`src/hw/ssfl_pkg.sv`:
```
// Register map, field positions and reset values of the serial status block
package ssfl_pkg;
  localparam int          DATA_W        = 32;
  localparam int          ADDR_W        = 12;
  localparam int          STAT_W        = 16;
  localparam logic [11:0] ADDR_CTRL     = 12'h000;
  localparam logic [11:0] ADDR_STAT     = 12'h004;
  localparam logic [11:0] ADDR_DATA     = 12'h008;
  localparam int          CTRL_ON_POS   = 15;
  localparam int          CTRL_IGN_POS  = 3;
  localparam int          ST_FRAME_ERROR_FLAG_POS = 12;
  localparam int          ST_BUSY_POS   = 11;
  localparam int          ST_TUR_POS    = 8;
  localparam int          ST_IDLE_POS   = 7;
  localparam int          ST_ROV_POS    = 6;
  localparam int          ST_RXE_POS    = 5;
  localparam int          ST_TXE_POS    = 3;
  localparam int          ST_TXF_POS    = 1;
  localparam int          ST_RXF_POS    = 0;
  localparam logic        RST_ON        = 1'b0;
  localparam logic        RST_IGN       = 1'b0;
  localparam logic        RST_FLAG      = 1'b0;
  localparam logic [31:0] RST_WORD      = 32'h00000000;
endpackage

```
`src/hw/ssfl_sticky.sv`:
```
// Sticky flag: hardware set wins over a software clear in the same cycle
`timescale 1ns/1ps
module ssfl_sticky (
  input  wire logic mclk,
  input  wire logic rst,
  input  wire logic setEvent,
  input  wire logic clearReq,
  output logic      flag
);
  logic next_flag;

  assign next_flag = setEvent | (flag & ~clearReq);

  always_ff @(posedge mclk) begin
    if (rst) begin
      flag <= ssfl_pkg::RST_FLAG;
    end else begin
      flag <= next_flag;
    end
  end
endmodule

```
`src/hw/ssfl_word_buffer.sv`:
```
// One-word holding buffer with full state; a load beats a drain
`timescale 1ns/1ps
module ssfl_word_buffer (
  input  wire logic        mclk,
  input  wire logic        rst,
  input  wire logic        loadReq,
  input  wire logic [31:0] loadWord,
  input  wire logic        drainReq,
  output logic             full,
  output logic [31:0]      word
);
  logic next_full;

  assign next_full = loadReq | (full & ~drainReq);

  always_ff @(posedge mclk) begin
    if (rst) begin
      full <= 1'b0;
      word <= ssfl_pkg::RST_WORD;
    end else begin
      full <= next_full;
      if (loadReq) begin
        word <= loadWord;
      end
    end
  end
endmodule

```
`src/hw/ssfl_status_low.sv`:
```
// Status flags of the serial unit with APB register access and holding buffers
//
// The APB slave port and the placing of the registers were left to the implementer.
`timescale 1ns/1ps
// Contract
// - Bits 15..13 and 10..9 read zero
// - Frame error sets flag, software clears
// - Activity flag shows any transaction in progress
// - Underrun flag set and cleared by hardware
// - Shift idle when transmit buffer, shifter empty
// - Receive while buffer full sets overflow; not if the buffer is read in that cycle
// - Receive empty set on read, cleared on transfer
// - Underrun cleared when off; live when ignored
module ssfl_status_low (
  input  wire logic        mclk,
  input  wire logic        rst,
  input  wire logic        psel,
  input  wire logic        penable,
  input  wire logic        pwrite,
  input  wire logic [11:0] paddr,
  input  wire logic [31:0] pwdata,
  output logic [31:0]      prdata,
  output logic             pready,
  output logic             pslverr,
  input  wire logic        rxWordDone,
  input  wire logic [31:0] rxWord,
  input  wire logic        txWordTake,
  input  wire logic        txShiftBusy,
  input  wire logic        linkBusy,
  input  wire logic        frameErrorEvent,
  input  wire logic        underrunLive,
  output logic [31:0]      txWord,
  output logic             txWordValid,
  output logic             moduleOn,
  output logic             ignoreUnderrun,
  output logic             underrunHalt
);
  function automatic logic ssfl_hit(input logic [11:0] addr, input logic [11:0] base);
    ssfl_hit = (addr == base);
  endfunction

  logic        accessPhase;
  logic        setupPhase;
  logic        hitCtrl;
  logic        hitStat;
  logic        hitData;
  logic        unmapped;
  logic        wrCtrl;
  logic        wrStat;
  logic        wrData;
  logic        rdData;
  logic        frameErrorFlag;
  logic        rxOverflowFlag;
  logic        txUnderrunFlag;
  logic        next_txUnderrunFlag;
  logic        rxFull;
  logic        txFull;
  logic [31:0] rxBufWord;
  logic        rxLoad;
  logic        rxOverflowEvent;
  logic        txLoad;
  logic        shiftIdleFlag;
  logic        activityFlag;
  logic        clrFrameError;
  logic        clrRxOverflow;
  logic [15:0] statusWord;
  logic [31:0] ctrlWord;
  logic [31:0] readMux;

  // Zero-wait slave: read data captured in setup, answered in access
  assign setupPhase = psel & ~penable;
  assign accessPhase = psel & penable;
  assign pready = accessPhase;
  assign hitCtrl = ssfl_hit(paddr, ssfl_pkg::ADDR_CTRL);
  assign hitStat = ssfl_hit(paddr, ssfl_pkg::ADDR_STAT);
  assign hitData = ssfl_hit(paddr, ssfl_pkg::ADDR_DATA);
  assign unmapped = ~(hitCtrl | hitStat | hitData);
  assign pslverr = accessPhase & unmapped;
  assign wrCtrl = accessPhase & pwrite & hitCtrl;
  assign wrStat = accessPhase & pwrite & hitStat;
  assign wrData = accessPhase & pwrite & hitData;
  assign rdData = accessPhase & ~pwrite & hitData;

  // Clearable bits clear on a written zero; ones leave them alone
  assign clrFrameError = wrStat & ~pwdata[ssfl_pkg::ST_FRAME_ERROR_FLAG_POS];
  assign clrRxOverflow = wrStat & ~pwdata[ssfl_pkg::ST_ROV_POS];

  // Receive path: a word arriving on a full buffer is dropped and flagged, unless the buffer is read in that cycle
  assign rxOverflowEvent = rxWordDone & rxFull & ~rdData;
  assign rxLoad = rxWordDone & ~rxOverflowEvent;
  assign txLoad = wrData & ~txFull;

  ssfl_word_buffer u_rxBuf (
    .mclk     (mclk),
    .rst      (rst),
    .loadReq  (rxLoad),
    .loadWord (rxWord),
    .drainReq (rdData),
    .full     (rxFull),
    .word     (rxBufWord)
  );

  ssfl_word_buffer u_txBuf (
    .mclk     (mclk),
    .rst      (rst),
    .loadReq  (txLoad),
    .loadWord (pwdata),
    .drainReq (txWordTake),
    .full     (txFull),
    .word     (txWord)
  );

  assign txWordValid = txFull;

  ssfl_sticky u_frameErr (
    .mclk     (mclk),
    .rst      (rst),
    .setEvent (frameErrorEvent),
    .clearReq (clrFrameError),
    .flag     (frameErrorFlag)
  );

  ssfl_sticky u_rxOvf (
    .mclk     (mclk),
    .rst      (rst),
    .setEvent (rxOverflowEvent),
    .clearReq (clrRxOverflow),
    .flag     (rxOverflowFlag)
  );

  // Underrun is owned by hardware; software writes are ignored
  assign next_txUnderrunFlag = ~moduleOn ? 1'b0 :
                               ignoreUnderrun ? underrunLive :
                               (txUnderrunFlag | underrunLive);

  always_ff @(posedge mclk) begin
    if (rst) begin
      txUnderrunFlag <= ssfl_pkg::RST_FLAG;
    end else begin
      txUnderrunFlag <= next_txUnderrunFlag;
    end
  end

  // Halt only latches in normal mode; ignore mode keeps data moving
  assign underrunHalt = txUnderrunFlag & ~ignoreUnderrun;

  always_ff @(posedge mclk) begin
    if (rst) begin
      moduleOn       <= ssfl_pkg::RST_ON;
      ignoreUnderrun <= ssfl_pkg::RST_IGN;
    end else if (wrCtrl) begin
      moduleOn       <= pwdata[ssfl_pkg::CTRL_ON_POS];
      ignoreUnderrun <= pwdata[ssfl_pkg::CTRL_IGN_POS];
    end
  end

  assign shiftIdleFlag = ~txFull & ~txShiftBusy;
  assign activityFlag = linkBusy | ~shiftIdleFlag;

  always_comb begin
    statusWord = 16'h0000;
    statusWord[ssfl_pkg::ST_FRAME_ERROR_FLAG_POS] = frameErrorFlag;
    statusWord[ssfl_pkg::ST_BUSY_POS]   = activityFlag;
    statusWord[ssfl_pkg::ST_TUR_POS]    = txUnderrunFlag;
    statusWord[ssfl_pkg::ST_IDLE_POS]   = shiftIdleFlag;
    statusWord[ssfl_pkg::ST_ROV_POS]    = rxOverflowFlag;
    statusWord[ssfl_pkg::ST_RXE_POS]    = ~rxFull;
    statusWord[ssfl_pkg::ST_TXE_POS]    = ~txFull;
    statusWord[ssfl_pkg::ST_TXF_POS]    = txFull;
    statusWord[ssfl_pkg::ST_RXF_POS]    = rxFull;
  end

  always_comb begin
    ctrlWord = 32'h00000000;
    ctrlWord[ssfl_pkg::CTRL_ON_POS]  = moduleOn;
    ctrlWord[ssfl_pkg::CTRL_IGN_POS] = ignoreUnderrun;
  end

  assign readMux = hitCtrl ? ctrlWord :
                   hitStat ? {16'h0000, statusWord} :
                   hitData ? rxBufWord : 32'h00000000;

  always_ff @(posedge mclk) begin
    if (rst) begin
      prdata <= ssfl_pkg::RST_WORD;
    end else if (setupPhase & ~pwrite) begin
      prdata <= readMux;
    end
  end
endmodule

```
`config.mk`:
```
export PLATFORM = sky130hd
export DESIGN_NAME = ssfl_status_low
export DESIGN_NICKNAME = d
export VERILOG_FILES = /design/src/hw/ssfl_pkg.sv /design/src/hw/ssfl_sticky.sv /design/src/hw/ssfl_word_buffer.sv /design/src/hw/ssfl_status_low.sv
export SDC_FILE = /design/constraint.sdc
export NUM_CORES = 1
export LEC_CHECK = 0
export BUFFER_PORTS_ARGS = -buffer_cell sky130_fd_sc_hd__buf_2
export CAP_MARGIN = 20
export CORE_MARGIN = 5
export CORE_UTILIZATION = 43
export DETAILED_ROUTE_END_ITERATION = 16
export PLACE_DENSITY_LB_ADDON = 0.2
export SKIP_LAST_GASP = 1
export SLEW_MARGIN = 20
export SYNTH_ARGS = -nofsm -noshare
export SYNTH_HDL_FRONTEND = slang
export SYNTH_SLANG_ARGS = --single-unit
export TNS_END_PERCENT = 20
```
`constraint.sdc`:
```
create_clock -name mclk -period 1.35 [get_ports mclk]
set_input_delay 0.0675 -clock mclk [delete_from_list [all_inputs] [get_ports mclk]]
set_output_delay 0.0675 -clock mclk [all_outputs]
set_load 0.005 [all_outputs]
```
# Word-level counts from Yosys, hierarchy flattened
# Cells that the tools add are included.
[op_classes]
eq_ne = 2
mux = 4
n_bitwise = 46
reduce_logical = 2
[ops]
columns = ["op", "n"]
rows = [
  ["$mux W32", 3],
  ["$and A1 B1 Y1", 22],
  ["$not A1 Y1", 16],
  ["$eq A12 B3 Y1 const B", 1],
  ["$eq A12 B4 Y1 const B", 1],
  ["$logic_not A12 Y1", 1],
  ["$or A1 B1 Y1", 8],
  ["$reduce_or A2 Y1", 1],
  ["$mux W1", 1],
]
[word_totals]
in_bits = 87
ff_bits = 103
elab_cells = 64

# Logic depth before layout (Yosys ltp)
# Gate-level depths: netlist of run 1.
[logic_depth]
depth_word = 8
depth_mapped = 6

# By module
# Synthesis of run 1 repeated with hierarchy kept, for this count alone.
[hier_totals]
cells_unflattened = 368
hier_area_um2 = 3957.5
[modules_own_cells]
columns = ["module", "area_each_um2", "n_inst", "cells_each"]
rows = [
  ["ssfl_word_buffer", 1204.9, 2, 108],
  ["ssfl_status_low", 1470.2, 1, 144],
  ["ssfl_sticky", 38.8, 2, 4],
]

# Worst setup path after synthesis of run 1
# OpenSTA, ideal clock, no wires.
[synth_timing]
kind = "input-to-reg"
startpoint = "in paddr[5]"
endpoint = "reg prdata[10]"
slack_ns = -0.020
stages = 5
required_ns = 1.290
setup_ns = 0.060
t_arrival_ns = 1.311
cell_sequence = "or4_1 -> nor2_1 -> and4b_1 -> buf_4 -> a22o_1"
[synth_via]
elab_chain_cells = 4
[synth_rtl]
columns = ["item", "line", "rtl"]
rows = [
  ["from (decl)", "ssfl_status_low.sv:20", "input wire logic [11:0] paddr,"],
  ["$eq A12 B4 Y1", "ssfl_status_low.sv:39", "ssfl_hit = (addr == base);"],
  ["$mux W32", "ssfl_status_low.sv:181", "hitData ? rxBufWord : 32'h00000000;"],
  ["$mux W32", "ssfl_status_low.sv:180", "hitStat ? {16'h0000, statusWord} :"],
  ["$mux W32 (*)", "ssfl_status_low.sv:179", "assign readMux = hitCtrl ? ctrlWord :"],
  ["to (signal assigned)", "ssfl_status_low.sv:185", "prdata <= ssfl_pkg::RST_WORD;"],
  ["to (signal assigned)", "ssfl_status_low.sv:187", "prdata <= readMux;"],
  ["to (decl)", "ssfl_status_low.sv:22", "output logic [31:0] prdata,"],
]
# Every way passes the cells marked *; elsewhere a longest branch is shown, timed or not.
# A chain may end at the register's enable or synchronous reset.

# Final worst setup path of run 1
[layout_timing]
startpoint = "in paddr[1]"
endpoint = "out pslverr"
[layout_via]
elab_chain_cells = 5
[layout_rtl]
columns = ["item", "line", "rtl"]
rows = [
  ["$eq A12 B3 Y1 or $logic_not A12 Y1 (tied branches)", "ssfl_status_low.sv:39", ""],
  ["$or A1 B1 Y1", "ssfl_status_low.sv:77", "assign unmapped = ~(hitCtrl | hitStat | hitData);"],
  ["$or A1 B1 Y1 (*)", "ssfl_status_low.sv:77", ""],
  ["$not A1 Y1 (*)", "ssfl_status_low.sv:77", ""],
  ["$and A1 B1 Y1 (*)", "ssfl_status_low.sv:78", "assign pslverr = accessPhase & unmapped;"],
  ["to (decl)", "ssfl_status_low.sv:24", "output logic pslverr,"],
]
# Marked as above.

==> summary.md, run 1 <==
| Metric | Value |
|---|---|
| Status | `complete, no violations` |
| Startpoint Class | `input pin` |
| Slowest stage delay, CP | `between 0.2 and 0.3 ns` |
| Clock buffer depth | `2` |
| Slowest CP cell | `nor4b_2` |
| Buf+Inv Stages, Crit Path | `4` |
| Flip-flop and latch count after synthesis | `roughly 100` |
| CP required | `1.28 ns` |
| Clk Latency, worst-skew pair | `between 0.3 and 0.4 ns` |
| Worst hold path class | `in -> reg` |
| Post-route ant nets | `0` |
| Critical-path cell list | `buf_2, nor4b_2, buf_4, buf_4, nor2_1, o21a_1, buf_2` |
| Num rows | `34` |
| Max cap viols | `0` |
| CORE AREA | `~0.0086 mm²` |
| Fmax | `between 700 and 800 MHz` |
| Total congestion overflow | `0` |
| PortBufs | `156` |
| Final Total Pwr | `5640 µW` |
| Post-Layout Cell Count | `777` |
| H-tree depth | `3` |
| Arr. time, crit path | `1.24 ns` |
| Worst R2R Path Depth | `5` |
| Setup ws final | `~0.046 ns` |
| Overall routed net length | `about 12000 µm` |
| I/O pins | `157` |
| Hold Violations, Final | `0` |
| # setup viols final | `0` |
| Crit Path Max Fanout | `9` |
| Die area | `around 0.011 mm²` |
| Slew Limit Headroom | `0.535` |
| RSZ-0062 raised after global routing | `true` |
| Die H | `roughly 100 µm` |
| Top delay family on crit path | `buffers and inverters` |
| Leakage power | `~0.0025 µW` |
| Placed cells | `about 690` |
| Clock transition at path regs | `about 0.09 ns` |
| Fin Setup TNS | `0 ns` |
| Clk_skew | `between 0.01 and 0.015 ns` |
| Worst IR Drop VDD | `roughly 620 µV` |
| Synth warn | `0` |
| Most common flop cell mapped by yosys | `dfxtp_1` |
| FFs w/ async S/R, synth | `0` |
| Synthesized net count | `approximately 520` |
| Power Dens Cells | `985 mW/mm²` |
| Area grow syn2layout | `52.7%` |
| GP Congestion | `approximately 0.80` |
| Layout cells sized above 1 | `0.314` |
| Via-to-Cell Ratio | `5.04` |
| Initial core utilization | `0.436` |
| CTS tree | `yes` |
| Avg Inst Size Synth | `between 8 and 9 µm²` |
| Vias in the first global route | `between 3000 and 4000` |
| Worst setup EP type | `output port` |
| GRT Resource Usage Total | `0.209` |
| Die X | `around 100 µm` |
| Sequential element share of the synthesized area | `0.550` |
| Number of flops mapped to enable cells by yosys | `0` |
| Setup CP Type | `in -> out` |
| # fillers | `slightly above 700` |
| Final Cycle Share | `0.966` |
| Initial antenna violation count | `0` |
| Placement Setup Slack | `-0.235 ns` |
| HPWL after DPL | `just under 8000 µm` |
| Pin count of the biggest net entering global routing | `35` |
| Gate Count Post-Synth | `about 430` |
| Worst path depth | `7` |
| Initial DRC count | `176` |
| Clock root cell | `clkbuf_8` |
| Tmin final | `around 1.3 ns` |
| ANT cells | `0` |
| CTS buffer count | `9` |
| First-pass GRT wire length | `between 15000 and 20000 µm` |
| Worst R2R Setup Slack | `0.07 ns` |
| Yosys cell types | `36` |
| Slew Viols, Final | `0` |
| Worst-Margin Slew | `0.695 ns` |
| Hold depth | `3` |
| Via count | `3916` |
| Mapped Area | `between 0.003 and 0.004 mm²` |
| Drt pass-1 iters | `4` |
| Final nets | `around 750` |
| # DRC | `0` |
| WL/cell | `approximately 15 µm` |
| Clock Sinks | `between 100 and 150` |
[synthesized netlist by cell type, drive strengths merged, types with 4 or more instances]
| cell type | number | area (µm²) |
|---|---|---|
| a21oi | 69 | 345 |
| a22oi | 6 | 45.0 |
| nand2 | 141 | 529 |
| a22o | 23 | 201 |
| nor4 | 4 | 55.1 |
| nor2 | 12 | 45.0 |
| dfxtp | 103 | 2060 |
| o21ai | 8 | 43.8 |
| buf | 11 | 58.8 |
| clkbuf | 18 | 67.6 |
[logic make-up (layout without fill, tap and decap cells)]
group | count (synthesis) | count (layout) | synth area share
and+or+nand+nor | 184 | 184 | 0.223
buffers and inverters | 29 | 266 | 0.0337
DFF | 103 | 103 | 0.550
AOI/OAI and AO/OA | 114 | 114 | 0.188
muxes | 2 | 2 | 0.00534
[state kept, by name, indices dropped and copies added, names as in the netlist]
| signal | flops |
|---|---|
| u_rxBuf.full | 1 |
| u_txBuf.word | 32 |
| ignoreUnderrun | 1 |
| u_txBuf.full | 1 |
| u_frameErr.flag | 1 |
| prdata | 32 |
| u_rxOvf.flag | 1 |
| txUnderrunFlag | 1 |
| u_rxBuf.word | 32 |
| moduleOn | 1 |
[path summary, 6_finish.rpt]
path	endpoint	from
setup / recovery	pslverr	paddr[1]
hold / removal	u_rxOvf.flag	rxWordDone
setup reg to reg	u_txBuf.word[29]	u_txBuf.full
hold reg to reg	u_txBuf.word[7]	u_txBuf.word[7]
[layer usage]
layer	GRT usage	part of all wire	vias to the layer above
met5	0	0	-
met4	0.0757	0.022	0
met3	0.0617	0.080	21
met2	0.356	0.49	146
met1	0.248	0.41	1804
li1	-	-	1945
[worst register-to-register path: stages, from the launching register on]
cell	delay, ns
dfxtp_1	0.32
and4b_1	0.25
and4_4	0.27
clkbuf_16	0.19
nand2_1	0.06
a21oi_1	0.12
[metrics by stage]
stage                util  area, µm²  hold slack (ns)
global route        0.666       5720           0.0196
detailed placement  0.559       4800            0.314
global placement    0.558       4800            0.311
CTS                 0.660       5670          0.00554
finish              0.666       5720           0.0187
floorplan               -       3760            0.185
[cell usage in the layout (no fill, tap or decap), drive strengths merged, types with 3 or more instances in the layout]
| cell | netlist | final |
|---|---|---|
| nor3 | 3 | 3 |
| buf | 11 | 182 |
| o21ai | 8 | 8 |
| clkbuf | 18 | 13 |
| a21oi | 69 | 69 |
| and4b | 3 | 3 |
| dlygate4sd3 | 0 | 67 |
| nand3 | 3 | 3 |
| nor4 | 4 | 4 |
| dfxtp | 103 | 103 |
| nand4 | 3 | 3 |
| a22oi | 6 | 6 |
| or4 | 3 | 3 |
| nor2 | 12 | 12 |
| nand2 | 141 | 141 |
| a22o | 23 | 23 |
[timing repair]
| item | 4_1_cts | 5_1_grt |
|---|---|---|
| hold endpoints to repair | 69 | 0 |
| setup buffers | 0 | 0 |
| gates resized for setup | 0 | 3 |
| setup endpoints to repair | 0 | 18 |
| hold buffers | 67 | 0 |
[power breakdown]
part | leakage [µW] | total [µW] | internal (µW) | switching, µW
sequential | 0.000835 | 3130 | 3100 | 30.2
combinational | 0.00158 | 586 | 320 | 266
clock | 0.0000960 | 1920 | 910 | 1010
total | 0.00251 | 5640 | 4330 | 1310
[final cells by class]
cell class / count / area, µm² / area share
clock buffer: 11 / 141 / 0.0247
multi-input combinational: 300 / 1600 / 0.279
clock inverter: 4 / 55.1 / 0.00962
tap: 108 / 135 / 0.0236
sequential: 103 / 2060 / 0.360
timing repair buffer: 251 / 1730 / 0.303
(Power assumes the default switching activity.)
==> run 2: changes to the inputs <==
--- a/config.mk
+++ b/config.mk
@@ -10,7 +10,7 @@
 export CORE_MARGIN = 5
 export CORE_UTILIZATION = 43
 export DETAILED_ROUTE_END_ITERATION = 16
-export PLACE_DENSITY_LB_ADDON = 0.2
+export PLACE_DENSITY = 0.77
 export SKIP_LAST_GASP = 1
 export SLEW_MARGIN = 20
 export SYNTH_ARGS = -nofsm -noshare
==> run 2 against run 1 <==
Compared with the run above: critical path depth shrank 2; die area is the same; power down 1.5%; register-to-register slack hardly changed; flip-flop and latch count did not move; setup slack better by 0.015 ns; final cell count grew 0.90%; sequential share of layout area shrank 0.30 points; core utilization grew 0.57 points; non-clock buffer count up 5; fmax up 1.2%; global-route usage is 1.2 points higher; largest cell class unchanged.
==> summary.md, run 2 (synthesized netlist as in run 1, its figures left out) <==
| Metric | Value |
|---|---|
| Status | `complete, no violations` |
| First-pass GRT wire length | `~19000 µm` |
| CP required | `approximately 1.6 ns` |
| CTS buffer count | `9` |
| Clk_skew | `~0.011 ns` |
| Min Hold Slack | `roughly 0.039 ns` |
| CORE AREA | `~0.0086 mm²` |
| Top flop regs | `prdata (32), u_rxBuf.word (32), u_txBuf.word (32)` |
| Initial DRC count | `between 150 and 200` |
| GRT Resource Usage Total | `0.220` |
| Drt pass-1 iters | `4` |
| Post-route ant nets | `0` |
| Post-CTS Setup Repair Bufs | `0` |
| CTS tree | `yes` |
| Via count | `about 4000` |
| Placed Area | `0.00485 mm²` |
| Clock root cell | `clkbuf_8` |
| Hold Violations, Final | `0` |
| Slew Limit Headroom | `0.536` |
| Placement Setup Slack | `-0.209 ns` |
| Die X | `103 µm` |
| Fmax | `776 MHz` |
| Num rows | `34` |
| Startpoint Class | `register` |
| Tmin final | `~1.3 ns` |
| HPWL after DPL | `around 8000 µm` |
| Clock buffer depth | `2` |
| Final Cycle Share | `0.955` |
| Die area | `0.0107 mm²` |
| Worst hold path class | `in -> reg` |
| Fin area | `between 0.005 and 0.006 mm²` |
| Layout cells sized above 1 | `0.324` |
| Max cap viols | `0` |
| Slew Viols, Final | `0` |
| Clk Latency, worst-skew pair | `0.35 ns` |
| Setup ws final | `0.0613 ns` |
| Power Dens Cells | `slightly below 1000 mW/mm²` |
| # setup viols final | `0` |
| Overall routed net length | `12100 µm` |
| # DRC | `0` |
| Total congestion overflow | `0` |
| Post-layout util | `0.672` |
| Crit Path Max Fanout | `13` |
| Initial core utilization | `0.436` |
| Arr. time, crit path | `1.56 ns` |
| Die H | `just over 100 µm` |
| Leakage power | `about 0.0025 µW` |
| Initial antenna violation count | `1` |
| Area grow syn2layout | `54.0%` |
| RSZ-0062 raised after global routing | `true` |
| H-tree depth | `3` |
| Clock Sinks | `approximately 100` |
| WL/cell | `15.4 µm` |
| Commonest cells after routing, fill and taps aside | `buf_2, nand2_1, dfxtp_1` |
| Fin Setup TNS | `0 ns` |
| Final nets | `about 760` |
| Worst setup EP type | `register` |
| GP Congestion | `~0.85` |
| Pin count of the biggest net entering global routing | `between 40 and 50` |
| Worst-Margin Slew | `between 0.6 and 0.7 ns` |
| PortBufs | `around 160` |
| Commonest non-fill, non-tap cell in the layout | `buf_2` |
| I/O pins | `approximately 160` |
| Vias in the first global route | `between 4000 and 5000` |
| Via-to-Cell Ratio | `~5` |
| Setup CP Type | `reg -> reg` |
| Worst IR Drop VDD | `approximately 470 µV` |
| Clock transition at path regs | `around 0.090 ns` |
[run 2: final timing paths]
kind	start	endpoint	slack, ns	cells past startpoint
setup / recovery	u_txBuf.full	u_txBuf.word[16]	0.06	5
hold / removal	rxWordDone	u_rxOvf.flag	0.04	3
setup reg to reg	u_txBuf.full	u_txBuf.word[16]	0.06	5
hold reg to reg	u_txBuf.word[9]	u_txBuf.word[9]	0.45	2
[run 2: where the power goes]
part	leakage, µW	switching [µW]	internal [µW]
combinational	0.00160	270	334
clock	0.0000974	1030	788
sequential	0.000835	30.4	3100
[run 2: critical path, stage by stage (launching register included)]
cell and delay [ns]:
dfxtp_1 0.32, and4b_1 0.26, and4_4 0.27, buf_12 0.14
nand2_1 0.05, a21oi_1 0.17
[run 2: stage by stage]
| step | std cells | power (µW) |
|---|---|---|
| finish | 784 | 5550 |
| global placement | 698 | 3630 |
| global route | 784 | 5810 |
| floorplan | 432 | 3380 |
| detailed placement | 698 | 3640 |
| CTS | 782 | 5600 |
[run 2: layer usage]
metal / up-vias / track usage / wire length, µm / part of all wire
met5: - / 0 / 0 / 0
met4: 0 / 0.0906 / 275 / 0.023
met3: 23 / 0.0677 / 1030 / 0.085
met2: 156 / 0.387 / 5940 / 0.49
met1: 1825 / 0.247 / 4820 / 0.40
li1: 1957 / - / - / -
[run 2: repair_timing]
item	in CTS	in global routing
endpoints found under the hold margin	70	0
resized for setup	0	7
setup endpoints to repair	0	30
hold buffers	68	0
[run 2: area by class of cell]
type / count / area (µm²)
Sequential cell: 103 / 2060
Fill cell: 691 / 2820
Antenna cell: 1 / 2.50
Tap cell: 108 / 135
Clock inverter: 5 / 41.3
Clock buffer: 11 / 151
Multi-Input combinational cell: 300 / 1610
Timing Repair Buffer: 256 / 1770
==> run 3: changes to the inputs <==
--- a/config.mk
+++ b/config.mk
@@ -5,12 +5,13 @@
 export SDC_FILE = /design/constraint.sdc
 export NUM_CORES = 1
 export LEC_CHECK = 0
+export ABC_AREA = 1
 export BUFFER_PORTS_ARGS = -buffer_cell sky130_fd_sc_hd__buf_2
 export CAP_MARGIN = 20
 export CORE_MARGIN = 5
-export CORE_UTILIZATION = 43
+export CORE_UTILIZATION = 44
 export DETAILED_ROUTE_END_ITERATION = 16
-export PLACE_DENSITY = 0.77
+export PLACE_DENSITY = 0.76
 export SKIP_LAST_GASP = 1
 export SLEW_MARGIN = 20
 export SYNTH_ARGS = -nofsm -noshare
==> constraint.sdc (replaced) <==
create_clock -name mclk -period 1.35 [get_ports mclk]
set_input_delay 0.0675 -clock mclk [delete_from_list [all_inputs] [get_ports mclk]]
set_output_delay 0.0675 -clock mclk [all_outputs]
set_load 0.02 [all_outputs]
==> run 3 against run 2 <==
Compared with the run above: largest cell class unchanged; synthesized cell count is 30% higher; clock skew grew 0.0025 ns; flip-flop and latch count stayed put; critical path type is now in -> out; register-to-register slack improved by 0.099 ns; first-iteration DRC count rose by 18%; power increased by 0.82%; final cell count grew 13%.
==> summary.md, run 3 <==
| Metric | Value |
|---|---|
| Power Dens Cells | `between 900 and 1000 mW/mm²` |
| Initial antenna violation count | `0` |
| Arr. time, crit path | `between 1 and 1.5 ns` |
| Post-route ant nets | `0` |
| Clock transition at path regs | `roughly 0.090 ns` |
| Final Cycle Share | `0.965` |
| I/O pins | `about 160` |
| FFs w/ async S/R, synth | `0` |
| Leakage power | `about 0.0028 µW` |
| GRT Resource Usage Total | `0.218` |
| Fmax | `768 MHz` |
| Post-layout util | `0.599` |
| # DRC | `0` |
| Via count | `approximately 4400` |
| Overall routed net length | `~13000 µm` |
| Main combinational cell family by area after synthesis | `simple AND/OR/NAND/NOR gates` |
| Drt pass-1 iters | `4` |
| Placed Area | `0.00522 mm²` |
| # fillers | `~860` |
| Num rows | `36` |
| Count leader, synth | `nor2_1` |
| Slew Limit Headroom | `0.622` |
| Most common flop cell mapped by yosys | `dfxtp_1` |
| Vias in the first global route | `about 4400` |
| PortBufs | `between 150 and 200` |
| RSZ-0062 raised after global routing | `true` |
| Via-to-Cell Ratio | `about 5` |
| WL/cell | `around 14 µm` |
| Die area | `between 0.01 and 0.015 mm²` |
| Layout cells sized above 1 | `0.284` |
| Initial core utilization | `0.445` |
| Yosys cell types | `26` |
| First-pass GRT wire length | `~21000 µm` |
| Tmin final | `between 1 and 1.5 ns` |
| Post-Synth Simple-Gate Area | `0.304` |
| Flip-flop and latch count after synthesis | `about 100` |
| Top-area cell type share of the netlist area | `0.480` |
| Clk Latency, worst-skew pair | `~0.36 ns` |
| H-tree depth | `3` |
| Crit Path Max Fanout | `23` |
| XOR/XNOR Fraction of Synth Area | `0` |
| Setup ws final | `0.0474 ns` |
| Placed cells | `about 830` |
| Top flop regs | `prdata (32), u_rxBuf.word (32), u_txBuf.word (32)` |
| Worst setup EP type | `output port` |
| Crit path from | `paddr[5]` |
| Mapped Area | `0.00429 mm²` |
| Post-synthesis adder-cell area fraction | `0` |
| Sequential element share of the synthesized area | `0.480` |
| Fin Setup TNS | `0 ns` |
| Footprint of the multi-input gates | `approximately 0.0019 mm²` |
| Leading area contributor after synthesis | `dfxtp_1` |
| Post-Layout Cell Count | `about 880` |
| Crit Reg-Reg Startpoint | `u_txBuf.full` |
| Final nets | `around 830` |
| GP Congestion | `about 0.84` |
| Commonest cells after routing, fill and taps aside | `buf_2, nor2_1, dfxtp_1` |
| Synthesized net count | `650` |
| Total congestion overflow | `0` |
| Setup CP Type | `in -> out` |
| Avg Inst Size Synth | `7.62 µm²` |
| Post-CTS Setup Repair Bufs | `0` |
| Hold Violations, Final | `0` |
| Startpoint Class | `input pin` |
| Fin area | `between 0.005 and 0.006 mm²` |
| Clock Sinks | `103` |
| Gate Count Post-Synth | `about 560` |
| Clk_skew | `0.0135 ns` |
| Worst IR Drop VDD | `between 500 and 600 µV` |
| Hold_sp | `rxWord[10]` |
| Slew Viols, Final | `0` |
| Area grow syn2layout | `34.5%` |
| Synth Area in Compound Gates | `0.138` |
| Status | `complete, no violations` |
| Top cells by area, synth | `dfxtp_1, nor2_1, nand2_1, a21oi_1, nand3b_1` |
| Worst hold path class | `in -> reg` |
| Post-synthesis mux area share | `0` |
| Synth warn | `0` |
| Placement Setup Slack | `-0.0166 ns` |
| Die X | `109 µm` |
| Initial DRC count | `between 150 and 200` |
| Clock root cell | `clkbuf_8` |
| Number of flops mapped to enable cells by yosys | `0` |
| Die H | `109 µm` |
| Worst-Margin Slew | `about 0.57 ns` |
| Max cap viols | `0` |
| CTS buffer count | `9` |
| # setup viols final | `0` |
| Commonest non-fill, non-tap cell in the layout | `buf_2` |
| CTS tree | `yes` |
| CP required | `1.28 ns` |
| Post-synth top cells | `nor2_1, dfxtp_1, nand2_1, a21oi_1, nand3_1` |
| Pin count of the biggest net entering global routing | `67` |
| Clock buffer depth | `2` |
| CORE AREA | `0.00964 mm²` |
| Sequential cell area | `between 0.002 and 0.0025 mm²` |
| HPWL after DPL | `about 8500 µm` |
==> run 3: cell count changes in the layout (fill, tap and decap cells not counted), sizes merged, moves of 4 or more <==
cell / change
nor2: +94
nand2: -46
nand3: +44
nand3b: +33
dlygate4sd3: -31
inv: +27
o21ai: +27
a22o: -23
buf: -11
a22oi: -6
nor4: -4
==> run 3: layout make-up <==
class,instances,share of cell area
Antenna cell,1,0.000433
Timing Repair Buffer,213,0.238
Inverter,25,0.0163
Clock buffer,9,0.0215
Tap cell,133,0.0288
Multi-Input combinational cell,394,0.328
Sequential cell,103,0.357
Clock inverter,6,0.00932
==> run 3: worst paths after layout <==
path / endpoint / slack (ns) / cells after the start
min: u_rxBuf.word[10] / 0.02 / 4
max reg2reg: u_txBuf.word[27] / 0.16 / 6
max: pslverr / 0.05 / 8
min reg2reg: prdata[4] / 0.47 / 2
==> run 3: cells by family after synthesis <==
family,Yosys count
AO/OA/AOI/OAI,110
buffers and inverters,66
flip-flops,103
AND/OR/NAND/NOR,284
==> run 3: critical path: stages <==
cell      delay, ns
buf_2          0.09
nor2_1         0.09
nand2_1        0.15
buf_4          0.18
nor3_2         0.23
buf_12         0.20
a211oi_1       0.06
buf_2          0.17
==> run 3: per-stage QoR <==
step / hold WS (ns) / total power, µW
global placement: 0.290 / 3760
global route: 0.0299 / 5830
finish: 0.0151 / 5600
CTS: 0.000738 / 5640
floorplan: 0.201 / 3570
detailed placement: 0.294 / 3780
==> run 3: power breakdown <==
part	switching, µW	total, µW	internal [µW]
sequential	50.4	3170	3120
clock	1100	1800	695
combinational	317	631	314
total	1470	5600	4130
==> run 3: metal layers <==
layer | wire (µm) | up-vias | track usage | part of all wire
li1 | - | 2213 | - | -
met1 | 5200 | 2016 | 0.258 | 0.41
met2 | 6080 | 168 | 0.369 | 0.48
met3 | 945 | 40 | 0.0586 | 0.075
met4 | 395 | 0 | 0.0947 | 0.031
met5 | 0 | - | 0 | 0
==> run 3: what timing repair did <==
item,4_1_cts,5_1_grt
resized for setup,0,1
setup endpoints to repair,0,3
endpoints found under the hold margin,39,0
hold buffers,37,0
